==> src/core/pap_consts.svh <==
// register offsets, field positions, reset values and command codes
// assumes a 100 MHz sys_clk; all timing figures are counts of that clock
`ifndef PAP_CONSTS_SVH
`define PAP_CONSTS_SVH
// ----------------------------------------
// register offsets (byte addresses)
// ----------------------------------------
`define PAP_ADDR_CTRL     8'h00
`define PAP_ADDR_TIM0     8'h04
`define PAP_ADDR_TIM1     8'h08
`define PAP_ADDR_STAT     8'h0C
// ----------------------------------------
// field positions
// ----------------------------------------
`define PAP_CTRL_BL32     0
`define PAP_TIM0_RPPB     0
`define PAP_TIM0_RPAB     8
`define PAP_TIM0_RAS      16
`define PAP_TIM1_RTP      0
`define PAP_TIM1_WR       8
`define PAP_TIM1_WL       16
// ----------------------------------------
// reset values
// ----------------------------------------
`define PAP_CTRL_RST      32'h0000_0000
`define PAP_TIM0_RST      32'h002D_1612
`define PAP_TIM1_RST      32'h000A_0E08
// ----------------------------------------
// command codes on ca[4:0] of the first cycle
// ----------------------------------------
`define PAP_OP_ACT_LO     2'h1
`define PAP_OP_PRE        5'h10
`define PAP_OP_RD         5'h02
`define PAP_OP_WR         5'h04
`define PAP_OP_MWR        5'h06
// ----------------------------------------
// burst timing counts
// ----------------------------------------
`define PAP_HALF_BL16     10'h008
`define PAP_HALF_BL32     10'h010
`define PAP_BL32_RD_EXTRA 10'h008
`define PAP_WR_EXTRA      10'h001
`define PAP_MIN_AP_DLY    10'h002
`endif

==> src/core/pap_pkg.sv <==
// types shared by the precharge block
// assumes nothing beyond a SystemVerilog compiler
package pap_pkg;
  // decoded command kinds
  typedef enum logic [2:0] {
    cmd_none, cmd_act, cmd_rd, cmd_wr, cmd_mwr, cmd_pre
  } pap_cmd_t;
  // per-bank row state
  typedef enum logic [1:0] {
    bk_closed, bk_open, bk_apwait, bk_prech
  } pap_bank_st_t;
  // two-cycle command capture
  typedef enum logic {
    dec_idle, dec_arg
  } pap_dec_st_t;
endpackage : pap_pkg

==> src/core/pap_cmd_if.sv <==
// decoded command carrier from the command decoder to the bank logic
// assumes both ends sit on the same sys_clk
`timescale 1ns/1ps
interface pap_cmd_if;
  logic              valid; // one-cycle command pulse
  pap_pkg::pap_cmd_t kind;  // command kind
  logic [2:0]        bank;  // bank address
  logic              flag;  // all-bank or auto-precharge bit
  modport src (output valid, output kind, output bank, output flag);
  modport snk (input valid, input kind, input bank, input flag);
endinterface : pap_cmd_if

==> src/core/pap_precharge.sv <==
// precharge and auto-precharge engine for eight banks, with register port
// assumes cs_pin/ca_pin arrive asynchronously and the host keeps its spacing
//
// Added by the designer: the register addresses and the strobed register port.
`timescale 1ns/1ps
module pap_precharge (
  input  wire logic        sys_clk,    // 100 MHz clock
  input  wire logic        reset,      // sync reset, high
  input  wire logic        ce,         // clock enable, freezes all
  input  wire logic        cs_pin,     // chip select pin
  input  wire logic [5:0]  ca_pin,     // command/address pins
  input  wire logic [7:0]  addr,       // register byte address
  input  wire logic [31:0] wdata,      // register write data
  input  wire logic        wr_stb,     // register write strobe
  input  wire logic        rd_stb,     // register read strobe
  output logic      [31:0] rd_data,    // read data, next cycle
  output logic      [7:0]  bank_open,  // bank holds an open row
  output logic      [7:0]  bank_prech  // bank is precharging
);
  `include "pap_consts.svh"

  // ----------------------------------------
  // pin synchronisers
  // ----------------------------------------
  logic       cs_m_q, cs_s_q;
  logic [5:0] ca_m_q, ca_s_q;

  // two stages; only the second stage feeds logic
  always_ff @(posedge sys_clk) begin
    if (reset) begin
      cs_m_q <= 1'b0;
      cs_s_q <= 1'b0;
      ca_m_q <= 6'h00;
      ca_s_q <= 6'h00;
    end else if (ce) begin
      cs_m_q <= cs_pin;
      cs_s_q <= cs_m_q;
      ca_m_q <= ca_pin;
      ca_s_q <= ca_m_q;
    end
  end

  // ----------------------------------------
  // command decode
  // ----------------------------------------
  pap_cmd_if cmd_if ();

  pap_cmd_dec u_dec (
    .sys_clk (sys_clk),
    .reset   (reset),
    .ce      (ce),
    .cs      (cs_s_q),
    .ca      (ca_s_q),
    .cmd     (cmd_if)
  );

  // bank address match, used for every event kind
  function automatic logic bank_sel(input logic [2:0] ba, input logic [2:0] idx);
    bank_sel = (ba == idx);
  endfunction : bank_sel

  logic is_pre, is_rd, is_wr;
  assign is_pre = cmd_if.valid && (cmd_if.kind == pap_pkg::cmd_pre);
  assign is_rd  = cmd_if.valid && (cmd_if.kind == pap_pkg::cmd_rd);
  assign is_wr  = cmd_if.valid && ((cmd_if.kind == pap_pkg::cmd_wr) ||
                                   (cmd_if.kind == pap_pkg::cmd_mwr));

  // ----------------------------------------
  // register file
  // ----------------------------------------
  logic [31:0] ctrl_q, ctrl_d;
  logic [31:0] tim0_q, tim0_d;
  logic [31:0] tim1_q, tim1_d;
  logic [31:0] rdat_q, rdat_d;
  logic [7:0]  open_q, open_d;
  logic [7:0]  prech_q, prech_d;
  logic [7:0]  open_w, prech_w, apw_w;

  // writes steer timing; reads show live bank state, unmapped reads give 0
  always_comb begin
    ctrl_d  = ctrl_q;
    tim0_d  = tim0_q;
    tim1_d  = tim1_q;
    rdat_d  = 32'h0000_0000;
    open_d  = open_w;
    prech_d = prech_w;
    if (wr_stb) begin
      if (addr == `PAP_ADDR_CTRL)      ctrl_d = wdata;
      else if (addr == `PAP_ADDR_TIM0) tim0_d = wdata;
      else if (addr == `PAP_ADDR_TIM1) tim1_d = wdata;
    end
    if (rd_stb) begin
      if (addr == `PAP_ADDR_CTRL)      rdat_d = {31'h0000_0000, ctrl_q[`PAP_CTRL_BL32]};
      else if (addr == `PAP_ADDR_TIM0) rdat_d = {8'h00, tim0_q[23:0]};
      else if (addr == `PAP_ADDR_TIM1) rdat_d = {8'h00, tim1_q[23:0]};
      else if (addr == `PAP_ADDR_STAT) rdat_d = {8'h00, apw_w, prech_w, open_w};
    end
  end

  // registers
  always_ff @(posedge sys_clk) begin
    if (reset) begin
      ctrl_q  <= `PAP_CTRL_RST;
      tim0_q  <= `PAP_TIM0_RST;
      tim1_q  <= `PAP_TIM1_RST;
      rdat_q  <= 32'h0000_0000;
      open_q  <= 8'h00;
      prech_q <= 8'h00;
    end else if (ce) begin
      ctrl_q  <= ctrl_d;
      tim0_q  <= tim0_d;
      tim1_q  <= tim1_d;
      rdat_q  <= rdat_d;
      open_q  <= open_d;
      prech_q <= prech_d;
    end
  end

  assign rd_data    = rdat_q;
  assign bank_open  = open_q;
  assign bank_prech = prech_q;

  // ----------------------------------------
  // derived timing counts
  // ----------------------------------------
  logic       bl32;
  logic [9:0] trppb_e, trpab_e, half_bl, rd_dly, wr_dly;

  assign bl32    = ctrl_q[`PAP_CTRL_BL32];
  // a zero tRP field is raised to one cycle, the floor
  assign trppb_e = (tim0_q[`PAP_TIM0_RPPB +: 8] == 8'h00) ? 10'h001 : {2'b00, tim0_q[`PAP_TIM0_RPPB +: 8]};
  // all-bank time is forced past per-bank to cap current draw
  assign trpab_e = ({2'b00, tim0_q[`PAP_TIM0_RPAB +: 8]} > trppb_e) ?
                   {2'b00, tim0_q[`PAP_TIM0_RPAB +: 8]} : trppb_e + 10'h001;
  assign half_bl = bl32 ? `PAP_HALF_BL32 : `PAP_HALF_BL16;
  // read ap waits nRTP, plus 8 at BL32
  assign rd_dly  = {2'b00, tim1_q[`PAP_TIM1_RTP +: 8]} + (bl32 ? `PAP_BL32_RD_EXTRA : 10'h000);
  // write ap waits for burst end then tWR
  assign wr_dly  = {2'b00, tim1_q[`PAP_TIM1_WL +: 8]} + half_bl + `PAP_WR_EXTRA +
                   {2'b00, tim1_q[`PAP_TIM1_WR +: 8]};

  // ----------------------------------------
  // banks
  // ----------------------------------------
  pap_pkg::pap_bank_st_t st_w [8];
  logic [7:0] act_w, pre_w, aprd_w, apwr_w, rasok_w, start_w;
  logic [9:0] age_q [8];
  logic [9:0] age_d [8];
  logic [9:0] need_q [8];
  logic [9:0] need_d [8];
  logic [7:0] isrd_q, isrd_d;

  for (genvar g = 0; g < 8; g++) begin : g_bank
    localparam logic [2:0] IDX = 3'(g);

    // bank selection: for precharge ca5 takes all banks, else bank field; activate uses the bank field only
    assign act_w[g]  = cmd_if.valid && (cmd_if.kind == pap_pkg::cmd_act) && bank_sel(cmd_if.bank, IDX);
    assign pre_w[g]  = is_pre && (cmd_if.flag || bank_sel(cmd_if.bank, IDX));
    // only a set ap bit engages; clear leaves the bank open
    assign aprd_w[g] = is_rd && cmd_if.flag && bank_sel(cmd_if.bank, IDX);
    assign apwr_w[g] = is_wr && cmd_if.flag && bank_sel(cmd_if.bank, IDX);

    pap_bank u_bank (
      .sys_clk (sys_clk),
      .reset   (reset),
      .ce      (ce),
      .act     (act_w[g]),
      .pre     (pre_w[g]),
      .pre_ab  (cmd_if.flag),
      .ap_rd   (aprd_w[g]),
      .ap_wr   (apwr_w[g]),
      .trp_pb  (trppb_e),
      .trp_ab  (trpab_e),
      .ras     (tim0_q[`PAP_TIM0_RAS +: 8]),
      .rd_dly  (rd_dly),
      .wr_dly  (wr_dly),
      .st      (st_w[g]),
      .ras_ok  (rasok_w[g]),
      .start   (start_w[g])
    );

    assign open_w[g]  = (st_w[g] == pap_pkg::bk_open) || (st_w[g] == pap_pkg::bk_apwait);
    assign prech_w[g] = (st_w[g] == pap_pkg::bk_prech);
    assign apw_w[g]   = (st_w[g] == pap_pkg::bk_apwait);

    // helper: age since an ap command and the wait it asked for
    always_comb begin
      age_d[g]  = (age_q[g] == 10'h3FF) ? age_q[g] : age_q[g] + 10'h001;
      need_d[g] = need_q[g];
      isrd_d[g] = isrd_q[g];
      if ((aprd_w[g] || apwr_w[g]) && (st_w[g] == pap_pkg::bk_open)) begin
        age_d[g]  = 10'h001;
        need_d[g] = aprd_w[g] ? rd_dly : wr_dly;
        if (need_d[g] < `PAP_MIN_AP_DLY) need_d[g] = `PAP_MIN_AP_DLY;
        isrd_d[g] = aprd_w[g];
      end
    end

    // helper registers
    always_ff @(posedge sys_clk) begin
      if (reset) begin
        age_q[g]  <= 10'h000;
        need_q[g] <= 10'h000;
        isrd_q[g] <= 1'b0;
      end else if (ce) begin
        age_q[g]  <= age_d[g];
        need_q[g] <= need_d[g];
        isrd_q[g] <= isrd_d[g];
      end
    end

    // ----------------------------------------
    // per-bank checks
    // ----------------------------------------
    pre_close_a : assert property (@(posedge sys_clk) disable iff (reset || !ce)
      pre_w[g] && open_w[g] |=> prech_w[g])
      else $error("precharge did not close an open bank");

    one_bank_a : assert property (@(posedge sys_clk) disable iff (reset || !ce)
      is_pre && !cmd_if.flag && !bank_sel(cmd_if.bank, IDX) && (st_w[g] == pap_pkg::bk_open)
      |=> (st_w[g] == pap_pkg::bk_open))
      else $error("single-bank precharge touched another bank");

    ap_engage_a : assert property (@(posedge sys_clk) disable iff (reset || !ce)
      (aprd_w[g] || apwr_w[g]) && (st_w[g] == pap_pkg::bk_open) |=> apw_w[g])
      else $error("ap bit did not engage auto-precharge");

    ap_low_open_a : assert property (@(posedge sys_clk) disable iff (reset || !ce)
      (is_rd || is_wr) && !cmd_if.flag && bank_sel(cmd_if.bank, IDX) && (st_w[g] == pap_pkg::bk_open)
      |=> (st_w[g] == pap_pkg::bk_open) [*2])
      else $error("bank closed without ap bit");

    rd_ap_time_a : assert property (@(posedge sys_clk) disable iff (reset || !ce)
      start_w[g] && isrd_q[g] |-> (age_q[g] == need_q[g]) ||
                                   ((age_q[g] > need_q[g]) && !$past(rasok_w[g], 2)))
      else $error("read auto-precharge began at the wrong cycle");

    wr_ap_time_a : assert property (@(posedge sys_clk) disable iff (reset || !ce)
      start_w[g] && !isrd_q[g] |-> (age_q[g] == need_q[g]) ||
                                    ((age_q[g] > need_q[g]) && !$past(rasok_w[g], 2)))
      else $error("write auto-precharge began at the wrong cycle");

    ras_lock_a : assert property (@(posedge sys_clk) disable iff (reset || !ce)
      apw_w[g] && !rasok_w[g] && !pre_w[g] |=> !start_w[g] && apw_w[g])
      else $error("auto-precharge began before tRAS");
  end

  // ----------------------------------------
  // block-wide checks
  // ----------------------------------------
  logic [4:0] op_s_w;
  assign op_s_w = ca_s_q[4:0];

  all_bank_a : assert property (@(posedge sys_clk) disable iff (reset || !ce)
    is_pre && cmd_if.flag |=> (open_w == 8'h00))
    else $error("all-bank precharge left a bank open");

  rp_order_a : assert property (@(posedge sys_clk) disable iff (reset || !ce)
    trpab_e > trppb_e)
    else $error("all-bank tRP not longer than per-bank tRP");

  pre_code_a : assert property (@(posedge sys_clk) disable iff (reset || !ce)
    is_pre |-> $past(cs_s_q, 2) && ($past(op_s_w, 2) == `PAP_OP_PRE))
    else $error("precharge decoded without its cs and ca code");

  // main scenarios
  rd_ap_cov : cover property (@(posedge sys_clk) disable iff (reset) |(start_w & isrd_q));
  wr_ap_cov : cover property (@(posedge sys_clk) disable iff (reset) |(start_w & ~isrd_q));
  ab_pre_cov : cover property (@(posedge sys_clk) disable iff (reset) is_pre && cmd_if.flag && |open_w);
  lock_cov : cover property (@(posedge sys_clk) disable iff (reset) |(apw_w & ~rasok_w));
endmodule : pap_precharge

==> src/core/pap_cmd_dec.sv <==
// two-cycle command decoder: first cycle gives op and flag, second the bank
// assumes cs and ca are already synchronised to sys_clk
`timescale 1ns/1ps
module pap_cmd_dec (
  input  wire logic       sys_clk, // system clock
  input  wire logic       reset,   // sync reset, high
  input  wire logic       ce,      // clock enable
  input  wire logic       cs,      // chip select, synced
  input  wire logic [5:0] ca,      // command/address, synced
  pap_cmd_if.src          cmd      // decoded command
);
  `include "pap_consts.svh"

  // op code to command kind
  function automatic pap_pkg::pap_cmd_t op_decode(input logic [4:0] op);
    if (op[1:0] == `PAP_OP_ACT_LO) op_decode = pap_pkg::cmd_act;
    else if (op == `PAP_OP_PRE)    op_decode = pap_pkg::cmd_pre;
    else if (op == `PAP_OP_RD)     op_decode = pap_pkg::cmd_rd;
    else if (op == `PAP_OP_WR)     op_decode = pap_pkg::cmd_wr;
    else if (op == `PAP_OP_MWR)    op_decode = pap_pkg::cmd_mwr;
    else                           op_decode = pap_pkg::cmd_none;
  endfunction : op_decode

  pap_pkg::pap_dec_st_t st_q,   st_d;
  pap_pkg::pap_cmd_t    kind_q, kind_d;
  logic                 flag_q, flag_d;
  logic                 v_q,    v_d;
  logic [2:0]           bank_q, bank_d;

  // first cycle latches op and ca5, second cycle the bank field
  always_comb begin
    st_d   = st_q;
    kind_d = kind_q;
    flag_d = flag_q;
    bank_d = bank_q;
    v_d    = 1'b0;
    case (st_q)
      pap_pkg::dec_idle: begin
        if (cs) begin
          kind_d = op_decode(ca[4:0]);
          flag_d = ca[5];
          st_d   = pap_pkg::dec_arg;
        end
      end
      pap_pkg::dec_arg: begin
        bank_d = ca[2:0];
        v_d    = (kind_q != pap_pkg::cmd_none);
        st_d   = pap_pkg::dec_idle;
      end
      default: st_d = pap_pkg::dec_idle;
    endcase
  end

  // registers
  always_ff @(posedge sys_clk) begin
    if (reset) begin
      st_q   <= pap_pkg::dec_idle;
      kind_q <= pap_pkg::cmd_none;
      flag_q <= 1'b0;
      bank_q <= 3'h0;
      v_q    <= 1'b0;
    end else if (ce) begin
      st_q   <= st_d;
      kind_q <= kind_d;
      flag_q <= flag_d;
      bank_q <= bank_d;
      v_q    <= v_d;
    end
  end

  assign cmd.valid = v_q;
  assign cmd.kind  = kind_q;
  assign cmd.flag  = flag_q;
  assign cmd.bank  = bank_q;
endmodule : pap_cmd_dec

==> src/core/pap_bank.sv <==
// one bank: open/closed state, tRAS age, auto-precharge wait and tRP countdown
// assumes at most one event input is high per cycle
`timescale 1ns/1ps
module pap_bank (
  input  wire logic                  sys_clk, // system clock
  input  wire logic                  reset,   // sync reset, high
  input  wire logic                  ce,      // clock enable
  input  wire logic                  act,     // activate this bank
  input  wire logic                  pre,     // precharge this bank
  input  wire logic                  pre_ab,  // precharge was all-bank
  input  wire logic                  ap_rd,   // read with auto-precharge
  input  wire logic                  ap_wr,   // write with auto-precharge
  input  wire logic [9:0]            trp_pb,  // per-bank tRP count
  input  wire logic [9:0]            trp_ab,  // all-bank tRP count
  input  wire logic [7:0]            ras,     // tRAS count
  input  wire logic [9:0]            rd_dly,  // read ap delay
  input  wire logic [9:0]            wr_dly,  // write ap delay
  output pap_pkg::pap_bank_st_t      st,      // bank state
  output logic                       ras_ok,  // tRAS met
  output logic                       start    // auto-precharge began
);
  pap_pkg::pap_bank_st_t st_q, st_d;
  logic [9:0]            cnt_q, cnt_d;
  logic [7:0]            ras_q, ras_d;
  logic                  start_q, start_d;

  // cycles since activate, saturating
  assign ras_ok = (ras_q >= ras);

  // state, wait and countdown; explicit precharge beats a pending one
  always_comb begin
    st_d    = st_q;
    cnt_d   = cnt_q;
    start_d = 1'b0;
    ras_d   = (ras_q == 8'hFF) ? ras_q : ras_q + 8'h01;
    case (st_q)
      pap_pkg::bk_closed: begin
        if (act) begin
          st_d  = pap_pkg::bk_open;
          ras_d = 8'h01;
        end
      end
      pap_pkg::bk_open: begin
        if (pre) begin
          st_d  = pap_pkg::bk_prech;
          cnt_d = pre_ab ? trp_ab : trp_pb;
        end else if (ap_rd || ap_wr) begin
          st_d  = pap_pkg::bk_apwait;
          // a zero delay would wrap the countdown, so it starts at once instead
          cnt_d = ((ap_rd ? rd_dly : wr_dly) == 10'h000) ? 10'h000 : (ap_rd ? rd_dly : wr_dly) - 10'h001;
        end
      end
      pap_pkg::bk_apwait: begin
        if (pre) begin
          st_d  = pap_pkg::bk_prech;
          cnt_d = pre_ab ? trp_ab : trp_pb;
        end else if (cnt_q > 10'h001) begin
          cnt_d = cnt_q - 10'h001;
        end else if (ras_ok) begin
          st_d    = pap_pkg::bk_prech;
          cnt_d   = trp_pb;
          start_d = 1'b1;
        end
      end
      pap_pkg::bk_prech: begin
        if (cnt_q <= 10'h001) st_d = pap_pkg::bk_closed;
        else cnt_d = cnt_q - 10'h001;
      end
      default: st_d = pap_pkg::bk_closed;
    endcase
  end

  // registers
  always_ff @(posedge sys_clk) begin
    if (reset) begin
      st_q    <= pap_pkg::bk_closed;
      cnt_q   <= 10'h000;
      ras_q   <= 8'h00;
      start_q <= 1'b0;
    end else if (ce) begin
      st_q    <= st_d;
      cnt_q   <= cnt_d;
      ras_q   <= ras_d;
      start_q <= start_d;
    end
  end

  assign st    = st_q;
  assign start = start_q;
endmodule : pap_bank

==> config.mk <==
export PLATFORM = sky130hd
export DESIGN_NAME = pap_precharge
export DESIGN_NICKNAME = d
export VERILOG_FILES = /design/src/core/pap_pkg.sv /design/src/core/pap_cmd_if.sv /design/src/core/pap_precharge.sv /design/src/core/pap_cmd_dec.sv /design/src/core/pap_bank.sv
export VERILOG_INCLUDE_DIRS = /design/src /design/src/core
export SDC_FILE = /design/constraint.sdc
export NUM_CORES = 1
export LEC_CHECK = 0
export BUFFER_PORTS_ARGS = -buffer_cell sky130_fd_sc_hd__buf_2
export CORE_UTILIZATION = 61
export DETAILED_ROUTE_END_ITERATION = 8
export PLACE_DENSITY = 0.81
export SLEW_MARGIN = 30
export SYNTH_ARGS = -nofsm -noshare
export SYNTH_HDL_FRONTEND = slang
export SYNTH_HIERARCHICAL = 1
export SYNTH_SLANG_ARGS = --single-unit
==> constraint.sdc <==
create_clock -name sys_clk -period 5.3 [get_ports sys_clk]
set_input_delay 0.265 -clock sys_clk [delete_from_list [all_inputs] [get_ports sys_clk]]
set_output_delay 0.265 -clock sys_clk [all_outputs]
set_load 0.05 [all_outputs]
---- Word-level counts from Yosys, hierarchy flattened ----
Index checks and enable logic that the tools add are counted.
W data, S select, Z words.
storage, ports and cells
  register bits after elaboration ......... 280
  input port bits ......................... 52
  output and inout port bits .............. 48
  logic and storage cells ................. 494
operators by class
  add/subtract/negate cells ............... 29
  magnitude comparators ................... 25
  eq/ne operators ......................... 108
  multiplexer cells ....................... 178
  bitwise operators ....................... 3
  reduce and logical (&&, ||, !) cells .... 112
operators with widths
  cell                     number
  $mux W10                 64
  $pmux W10 S3             8
  $mux W8                  25
  $sub A10 B1 Y10 const B  16
  $mux W24                 5
  $mux W2                  56
  $gt A10 B1 Y1 const B    8
  $le A10 B1 Y1 const B    8
  $logic_not A10 Y1        8
  $add A8 B1 Y8 const B    8
  $eq A8 B8 Y1 const B     8
  $ge A8 B8 Y1             8
  $pmux W2 S4              8
  $ne A3 B1 Y1 const B     16
  $reduce_and A6 Y1        8
  $reduce_and A5 Y1        9
  $logic_and A1 B1 Y1      38
  $eq A2 B2 Y1 const B     16
  $ne A2 B1 Y1 const B     16
  $ne A4 B1 Y1 const B     8
  $reduce_bool A3 Y1       9
  $logic_or A1 B1 Y1       25
  $ne A3 B2 Y1 const B     8
  $eq A2 B1 Y1 const B     9
  28 further kinds         63

---- Logic depth before layout (Yosys ltp) ----
Gate-level depths: netlist (run 1).
  depth after elaboration ................. 10
  depth in mapped cells ................... 16
  depth with buffers taken out ............ 16

---- Cells and area by module ----
Netlist (run 1), hierarchy kept.
by module, submodules not included
  module                           instances  cells an instance  area an instance (µm²)  seq. area each (µm²)
  pap_bank (g_bank[0].u_bank ...)  6          278                2185.8                  420.4
  pap_precharge                    1          668                5675.4                  2062.0
  pap_bank (g_bank[7].u_bank)      1          288                2247.2                  420.4
  pap_bank (g_bank[6].u_bank)      1          279                2173.3                  420.4
  pap_cmd_dec                      1          45                 411.6                   180.2

---- Least setup slack after synthesis (run 1) ----
No wires, ideal clock.
  path kind ............................... register -> register
  start point ............................. register ctrl_q[0]
  end point ............................... register g_bank[7].u_bank.cnt_q[4]
  library setup time ...................... 0.086 ns
  data arrival time ....................... 4.382 ns
  data required time ...................... 5.214 ns
  slack ................................... 0.832 ns
  cell stages (with the launch flop) ...... 13
  buffers on the path ..................... 0
  period minus slack after synthesis ...... 4.468 ns
  cells stage by stage .................... dfxtp_1 -> inv_1 -> fa_1 -> ha_1 -> a21o_1 -> a21oi_1 -> xnor2_1 -> or4_1 -> a21bo_2 -> nor2_1 -> o41ai_1 -> a221oi_2 -> a211oi_1
between the ends
  longest elaborated chain between the ends .. 10
  elaborated cells on any way between the ends .. 13
  those cells by class .................... add/sub: 5; mux: 7; reduce/logical: 1
RTL lines
  item                      line                  RTL
  start: declaration        pap_precharge.sv:71   logic [31:0] ctrl_q, ctrl_d;
  start signal: assignment  pap_precharge.sv:103  ctrl_q <= `PAP_CTRL_RST;
  start signal: assignment  pap_precharge.sv:110  ctrl_q <= ctrl_d;
  $mux W5 (no line)         n/a
  $add A8 B5 Y9             pap_precharge.sv:139  assign wr_dly = {2'b00, tim1_q[`PAP_TIM1_WL +: 8]} + half_bl + `PAP_WR_EXTRA +
  $add A9 B1 Y10 (no line)  n/a
  $add A10 B8 Y10           pap_precharge.sv:139
  net wr_dly[5]             pap_precharge.sv:127  logic [9:0] trppb_e, trpab_e, half_bl, rd_dly, wr_dly;
  $mux W10                  pap_bank.sv:50        cnt_d = ((ap_rd ? rd_dly : wr_dly) == 10'h000) ? 10'h000 : (ap_rd ? rd_dly : wr_dly) - 10'h001;
  $logic_not A10 Y1         pap_bank.sv:50
  $mux W10                  pap_bank.sv:50
  $mux W10                  pap_bank.sv:47        end else if (ap_rd || ap_wr) begin
  $mux W10                  pap_bank.sv:44        if (pre) begin
  $pmux W10 S3              pap_bank.sv:36        case (st_q)
  end signal: assignment    pap_bank.sv:82        cnt_q <= cnt_d;
  end: declaration          pap_bank.sv:23        logic [9:0] cnt_q, cnt_d;
The timed path passes the listed nets, and every way through them passes these cells. The select of a mux whose other input is x is not followed.
A chain may end at the register's enable or synchronous reset.

---- Worst setup path in the final report (run 1) ----
  start point ............................. register ctrl_q[0]
  end point ............................... register g_bank[0].u_bank.cnt_q[5]
between the ends
  longest elaborated chain between the ends .. 10
  elaborated cells on any way between the ends .. 13
  those cells by class .................... add/sub: 5; mux: 7; reduce/logical: 1
RTL lines
  item                      line
  $mux W5 (no line)         n/a
  $add A8 B5 Y9             pap_precharge.sv:139
  $add A9 B1 Y10 (no line)  n/a
  $add A10 B8 Y10           pap_precharge.sv:139
  net wr_dly[7]             pap_precharge.sv:127
  $mux W10                  pap_bank.sv:50
  $logic_not A10 Y1         pap_bank.sv:50
  $mux W10                  pap_bank.sv:50
  $mux W10                  pap_bank.sv:47
  $mux W10                  pap_bank.sv:44
  $pmux W10 S3              pap_bank.sv:36
  end signal: assignment    pap_bank.sv:82
  end: declaration          pap_bank.sv:23
The timed path passes the listed nets, and every way through them passes these cells. The select of a mux whose other input is x is not followed.

==> impl_results.md, run 1 <==
- Die X-Extent: 197 um
- PnR Total Power: 4.74 mW
- CTS Buf Count: 31
- Crit-path max cell delay: 0.56 ns
- TritonCTS clock tree: yes
- Largest fanout on the critical path: 16
- GP Congestion: 1.04
- Final worst-path cycle share: 0.877
- # fillers: 3088
- Largest net degree at the start of global routing: 86
- Final WL: 79000 um
- Number of max-cap violations: 0
- Total GRT Usage: 0.396
- Htree depth: 1
- Worst r2r src: ctrl_q[0]
- Core Box Area: 37700 sq um
- CP required: 5.76 ns
- Maximum VDD drop: 0.266 mV
- Syn_area_per_cell: 8.02 sq um
- Status: finished clean
- Critical path class: reg2reg
- Post-layout util: 0.684
- DRC Markers: 0
- Fin. max-slew vios: 0
- Bufs and invs on worst path: 2
- Final setup viols: 0
- Slew HR: 0.256
- Final Instance Area: 25800 sq um
- Starting Density: 0.619
- Port Buffers: 83
- Worst-Margin Slew: 1.11 ns
- Min-delay worst type: in2reg
- Clock Sinks: 272
- Uppermost routed layer: met4
- RSZ-0062 raised after global routing: false
- Crit path DAT: 5.11 ns
- Post-DR wirelength/cell: 22.1 um
- Grt total ovfl: 0
- First-pass GRT wire length: 122000 um
- Num rows: 71
- Yosys warns: 6
- Max clock buf depth: 3
- Vias per cell: 6.67
- Area Overhead vs Synth: 10.5%
- Clock slew at reported path FFs: 0.07 ns
- Static Leak: 9.78 nW
- Startpoint types: register
- Met2 wire length: 34500 um
- Multi-input gate area: 16800 sq um
- Final Skew: 0.0382 ns
- Root buf cell: clkbuf_16
- Placed Instance Area: 24300 sq um
- DRT iter0 DRCs: 3036
- Post-layout minimum cycle time: 4.65 ns
- Via Count: 23800
- Sequential cell area: 5450 sq um
- DP HPWL: 52900 um
- M1 WL: 30300 um
- DIE HEIGHT: 197 um
- Setup Buffers After CTS: 0
- Crit path capture type: register
- Die footprint: 39000 sq um
- 1st-pass router iterations: 7
- Synth Cell Area: 23300 sq um
- Met3 WL: 8840 um
- Clock latency on the worst-skew pair: 0.62 ns
- Nets: 3268
- CP Cell Sequence: inv_1 > fa_1 > ha_1 > a21o_1 > a21oi_1 > o21bai_1 > a21oi_1 > xnor2_4 > buf_4 > nor4_1 > a21oi_1 > o31ai_2 > nor2_1 > a2111oi_0 > a211oi_1
- Synth Instances: 2907
- Total power per unit cell area: 184 nW/um^2
- Final Hold Viols: 0
- Worst path top cell family by delay: compound AO/OA/AOI/OAI gates
- Hold slack: 0.182 ns
- CP most frequent cell: a21oi_1
- Setup TNS: 0 ns
- Layout cells sized above 1: 0.110
- Vias in the first global route: 22500
- Crit path launch: ctrl_q[0]
- F_max: 0.215 GHz
- # IOs: 100
- Hold_sp: addr[4]
- CP max-delay cell: o31ai_2
- Antenna violations before repair: 0
- Antenna Nets Post-Route: 0
## tightest hold or removal path, cell delays in order
cell	delay [ns]
buf_2	0.09
or4_4	0.15
nor3_1	0.06
mux2i_1	0.11
nor2_1	0.08
## flip-flops by register name, summed over array words and instances (netlist names), 8 cells and up
| name | flops |
|---|---|
| g_bank.u_bank/ras_q | 64 |
| tim0_q | 24 |
| bank_open | 8 |
| bank_prech | 8 |
| rd_data | 24 |
| tim1_q | 24 |
| g_bank.u_bank/cnt_q | 80 |
| g_bank.u_bank/st | 16 |
## where the power goes
group	switching (mW)	total [mW]	internal, mW	leakage, nW
Sequential	0.0273	2.09	2.07	2.20
Clock	0.981	2.35	1.37	0.523
Combinational	0.191	0.300	0.109	7.06
Total	1.20	4.74	3.55	9.78
## worst paths after layout
check,slack (ns),endpoint,cells after the start
setup / recovery,0.65,g_bank[0].u_bank/cnt_q[5],15
hold / removal,0.18,ctrl_q[0],5
setup reg to reg,0.65,g_bank[0].u_bank/cnt_q[5],15
hold reg to reg,0.48,rd_data[0],2
## routing by layer
layer	GRT usage	up-vias
met5	0	-
met4	0.238	0
met3	0.0920	352
met2	0.623	1368
met1	0.490	11200
li1	-	10900
## repair_timing
action | CTS | global route
hold buffers | 31 | 0
resized for setup | 0 | 0
endpoints found under the hold margin | 56 | 0
## layout make-up
cell class / count / area share
Timing Repair Buffer: 168 / 0.0443
Inverter: 169 / 0.0246
Clock inverter: 19 / 0.0102
Multi-Input combinational cell: 2395 / 0.652
Sequential cell: 272 / 0.212
Tap cell: 511 / 0.0248
Clock buffer: 39 / 0.0325
Antenna cell: 1 / 0.0000972
## cells in the final DEF (no fill, tap or decap), types with 22 or more instances in the layout
cell and count:
a211o_1 27, a22o_1 24, ha_1 176, a21oi_1 248
nand3_1 69, inv_1 169, o21a_1 23, o211ai_1 29
nor4_1 29, nand2b_1 35, dlygate4sd3_1 31, dfxtp_1 269
nand4_1 24, a221oi_1 29, xor2_1 79, nor2_1 323
o221ai_1 22, a211oi_1 72, buf_2 81, xnor2_1 67
clkbuf_16 31, mux2i_1 168, nor2b_1 54, nand2_1 219
conb_1 62, buf_4 55, o21ai_0 51, mux2_2 44
a311oi_1 26, nor3_1 99
## per-stage QoR
stage | instances | worst slack, ns
6_report | 3574 | 0.650
4_1_cts | 3573 | 0.755
3_3_place_gp | 3484 | 0.930
5_1_grt | 3573 | 0.475
3_5_place_dp | 3484 | 0.765
2_1_floorplan | 2968 | 0.832
Power figures use the tool's default switching activity.
==> run 2, diff against run 1 <==
- SYNTH_HIERARCHICAL: 1 -> unset
- TNS_END_PERCENT: unset -> 20
==> run 2 against run 1 <==
Via count decreased by 4.9%. Critical path type unchanged. Register-to-register slack improved by 0.35 ns. Clock power about the same. Largest power group unchanged. Combinational power decreased by 14%.
==> impl_results.md, run 2 <==
- Synth Instances: 2765 (-4.9%)
- CP required: 5.81 ns (+0.05 ns)
- Top cell type's share of synthesized area: 0.258
- Most frequent cell after synthesis: nor2_1
- Crit path DAT: 4.81 ns (-0.30 ns)
- Critical path class: reg2reg
- Commonest non-fill, non-tap cell in the layout: nor2_1
- Port Buffers: 83 (unchanged)
- Synth area leaders: dfxtp_1 (26%), ha_1 (9.4%), nor2_1 (6.3%)
- Largest fanout on the critical path: 12 (-4)
- Htree depth: 1 (unchanged)
- Maximum VDD drop: 0.329 mV (+24%)
- Top flop regs: g_bank.u_bank.cnt_q (80), g_bank.u_bank.ras_q (64)
- Fin. max-slew vios: 0 (unchanged)
- Total power per unit cell area: 201 nW/um^2 (+9.0%)
- First-pass GRT wire length: 120000 um (-1.4%)
- Nets: 3028 (-7.3%)
- Post-DR wirelength/cell: 24.1 um (+8.9%)
- CTS Buf Count: 31 (unchanged)
- CTS resizes: 0 (unchanged)
- Root buf cell: clkbuf_16
- Dominant synthesized flop cell: dfxtp_1
- Static Leak: 9.20 nW (-6.0%)
- CP max-delay cell: dfxtp_1
- 1st-pass router iterations: 8 (+1)
- CP most frequent cell: nand2_1
- CP Cell Sequence: nand4b_1 > nor2_1 > nand2_1 > nand2_1 > o21ai_0 > ha_1 > and3_1 > a41oi_1 > o2111a_1 > o211ai_1 > a311oi_1
- Status: finished clean
- DRT iter0 DRCs: 2987 (-1.6%)
- # hold bufs at CTS: 32 (+3.2%)
- Hold slack: 0.172 ns (-0.0102 ns)
- Largest net degree at the start of global routing: 110 (+28%)
- Crit-path max cell delay: 0.60 ns (+0.04 ns)
- Largest reg by FF count: g_bank.u_bank.cnt_q
- Clock Sinks: 272 (unchanged)
- DIE HEIGHT: 188 um (-4.8%)
- Grt total ovfl: 0 (unchanged)
- Area Overhead vs Synth: 11.0%
- Post-synth top area cell: dfxtp_1
- Commonest non-fill, non-tap cells in the layout: nor2_1 (352), nand2_1 (313), dfxtp_1 (271)
- F_max: 0.233 GHz (+8.2%)
- Number of distinct library cells after synthesis: 102
- Worst-Margin Slew: 1.05 ns (-0.0677 ns)
- Clock latency on the worst-skew pair: 0.61 ns (about the same)
- # IOs: 100 (unchanged)
- Crit path capture type: register
- Clock slew at reported path FFs: 0.06 ns (about the same)
- Seq/Total Area, Yosys: 0.258
- Antenna violations before repair: 3 (+3)
- Core Box Area: 33800 sq um (-10%)
- Final Hold Viols: 0 (unchanged)
- Starting Density: 0.625 (+0.00614)
- Placed cells: 3197 (-8.2%)
- Top cells by count, synth: nor2_1 (353), nand2_1 (313), dfxtp_1 (272), a21oi_1 (209), ha_1 (159)
- Setup TNS: 0 ns (unchanged)
- DP HPWL: 55400 um (+4.8%)
- Number of max-cap violations: 0 (unchanged)
- Final WL: 79100 um (+0.20%)
- Vias per cell: 6.89 (+3.3%)
- Max clock buf depth: 3 (unchanged)
- Yosys warns: 0 (-6)
- Slew HR: 0.302 (+0.0462)
- Syn_area_per_cell: 7.63 sq um (-4.8%)
- RSZ-0062 raised after global routing: false
- Die X-Extent: 188 um (-4.8%)
- Post-synth ARST share: 0
- Antenna Nets Post-Route: 0 (unchanged)
- Final Skew: 0.0133 ns (-0.0249 ns)
- Synth Register Bits: 272
- Fin cells: 3289 (-8.0%)
- Num rows: 67 (-5.6%)
- Final worst-path cycle share: 0.811 (-0.0664)
- Max FFs per register: 80 (unchanged)
- Total GRT Usage: 0.433 (+0.0379)
- TritonCTS clock tree: yes
- Setup Buffers After CTS: 0 (unchanged)
- Die footprint: 35400 sq um (-9.3%)
- Min-delay worst type: in2reg
- Startpoint types: register
- Synth Cell Area: 21100 sq um (-9.4%)
- Layout cells sized above 1: 0.108 (-0.00288)
- GP Congestion: 1.03 (-0.51%)
- Post-layout minimum cycle time: 4.30 ns (-0.352 ns)
- Via Count: 22700 (-4.9%)
- DRC Markers: 0 (unchanged)
- Number of enable flip-flop cells after synthesis: 0
- Vias in the first global route: 21300 (-5.7%)
- Final setup viols: 0 (unchanged)
[run 2: per-stage QoR]
stage | utilization | total power [mW] | cell area (sq um) | worst slack (ns)
floorplan | - | 2.30 | 21100 | 1.98
global placement | 0.650 | 2.35 | 22000 | 1.26
detailed placement | 0.650 | 2.36 | 22000 | 1.17
CTS | 0.692 | 4.69 | 23400 | 1.15
global route | 0.693 | 4.80 | 23400 | 0.786
finish | 0.693 | 4.70 | 23400 | 1.00
[run 2: cell families after synthesis]
| group | count (synthesis) | synth area share |
|---|---|---|
| buffers and inverters | 278 | 0.0536 |
| xor gates and xnor gates | 127 | 0.0541 |
| AOI/OAI and AO/OA | 764 | 0.247 |
| muxes | 97 | 0.0497 |
| DFF | 272 | 0.258 |
| other | 1 | 0.000178 |
| adders and majority gates | 162 | 0.0971 |
| and+or+nand+nor | 1064 | 0.240 |
[run 2: metal layers]
metal	global-route usage	share of wire
met1	0.536	0.38
met2	0.661	0.42
met3	0.103	0.12
met4	0.306	0.080
met5	0	0.00034
[run 2: report_power, final]
part           leakage [nW]  switching, mW  internal (mW)
Sequential             2.20         0.0220           2.06
Combinational          6.45          0.159         0.0985
Clock                 0.548          0.975           1.38
Total                  9.20           1.16           3.55
[run 2: final timing paths]
kind                            slack (ns)                   endpoint              start  depth (start not counted)
worst max-delay path                  1.00  g_bank[0].u_bank.cnt_q[7]  u_dec.cmd.kind[1]                         11
worst min-delay path                  0.17  g_bank[3].u_bank.ras_q[0]              reset                          2
worst max register to register        1.00  g_bank[0].u_bank.cnt_q[7]  u_dec.cmd.kind[1]                         11
worst min register to register        0.46                  tim1_q[1]          tim1_q[1]                          2
[run 2: critical path, delay by kind of cell (launching register included)]
| kind | cells | cell delay [ns] |
|---|---|---|
| flip-flops | 1 | 0.60 |
| AND/OR/NAND/NOR | 5 | 1.79 |
| adder cells (fa/ha/maj) | 1 | 0.36 |
| AO/OA/AOI/OAI | 5 | 1.44 |
[run 2: layout make-up]
| type | instances | area, sq um |
|---|---|---|
| multi-input cells | 2222 | 14700 |
| fillers | 2715 | 10400 |
| flip-flops and latches | 272 | 5450 |
| repair buffers | 186 | 1270 |
| clock buffers | 37 | 848 |
| well taps | 448 | 561 |
| inverters | 101 | 379 |
| clock inverters | 19 | 245 |
| diodes | 4 | 10.0 |
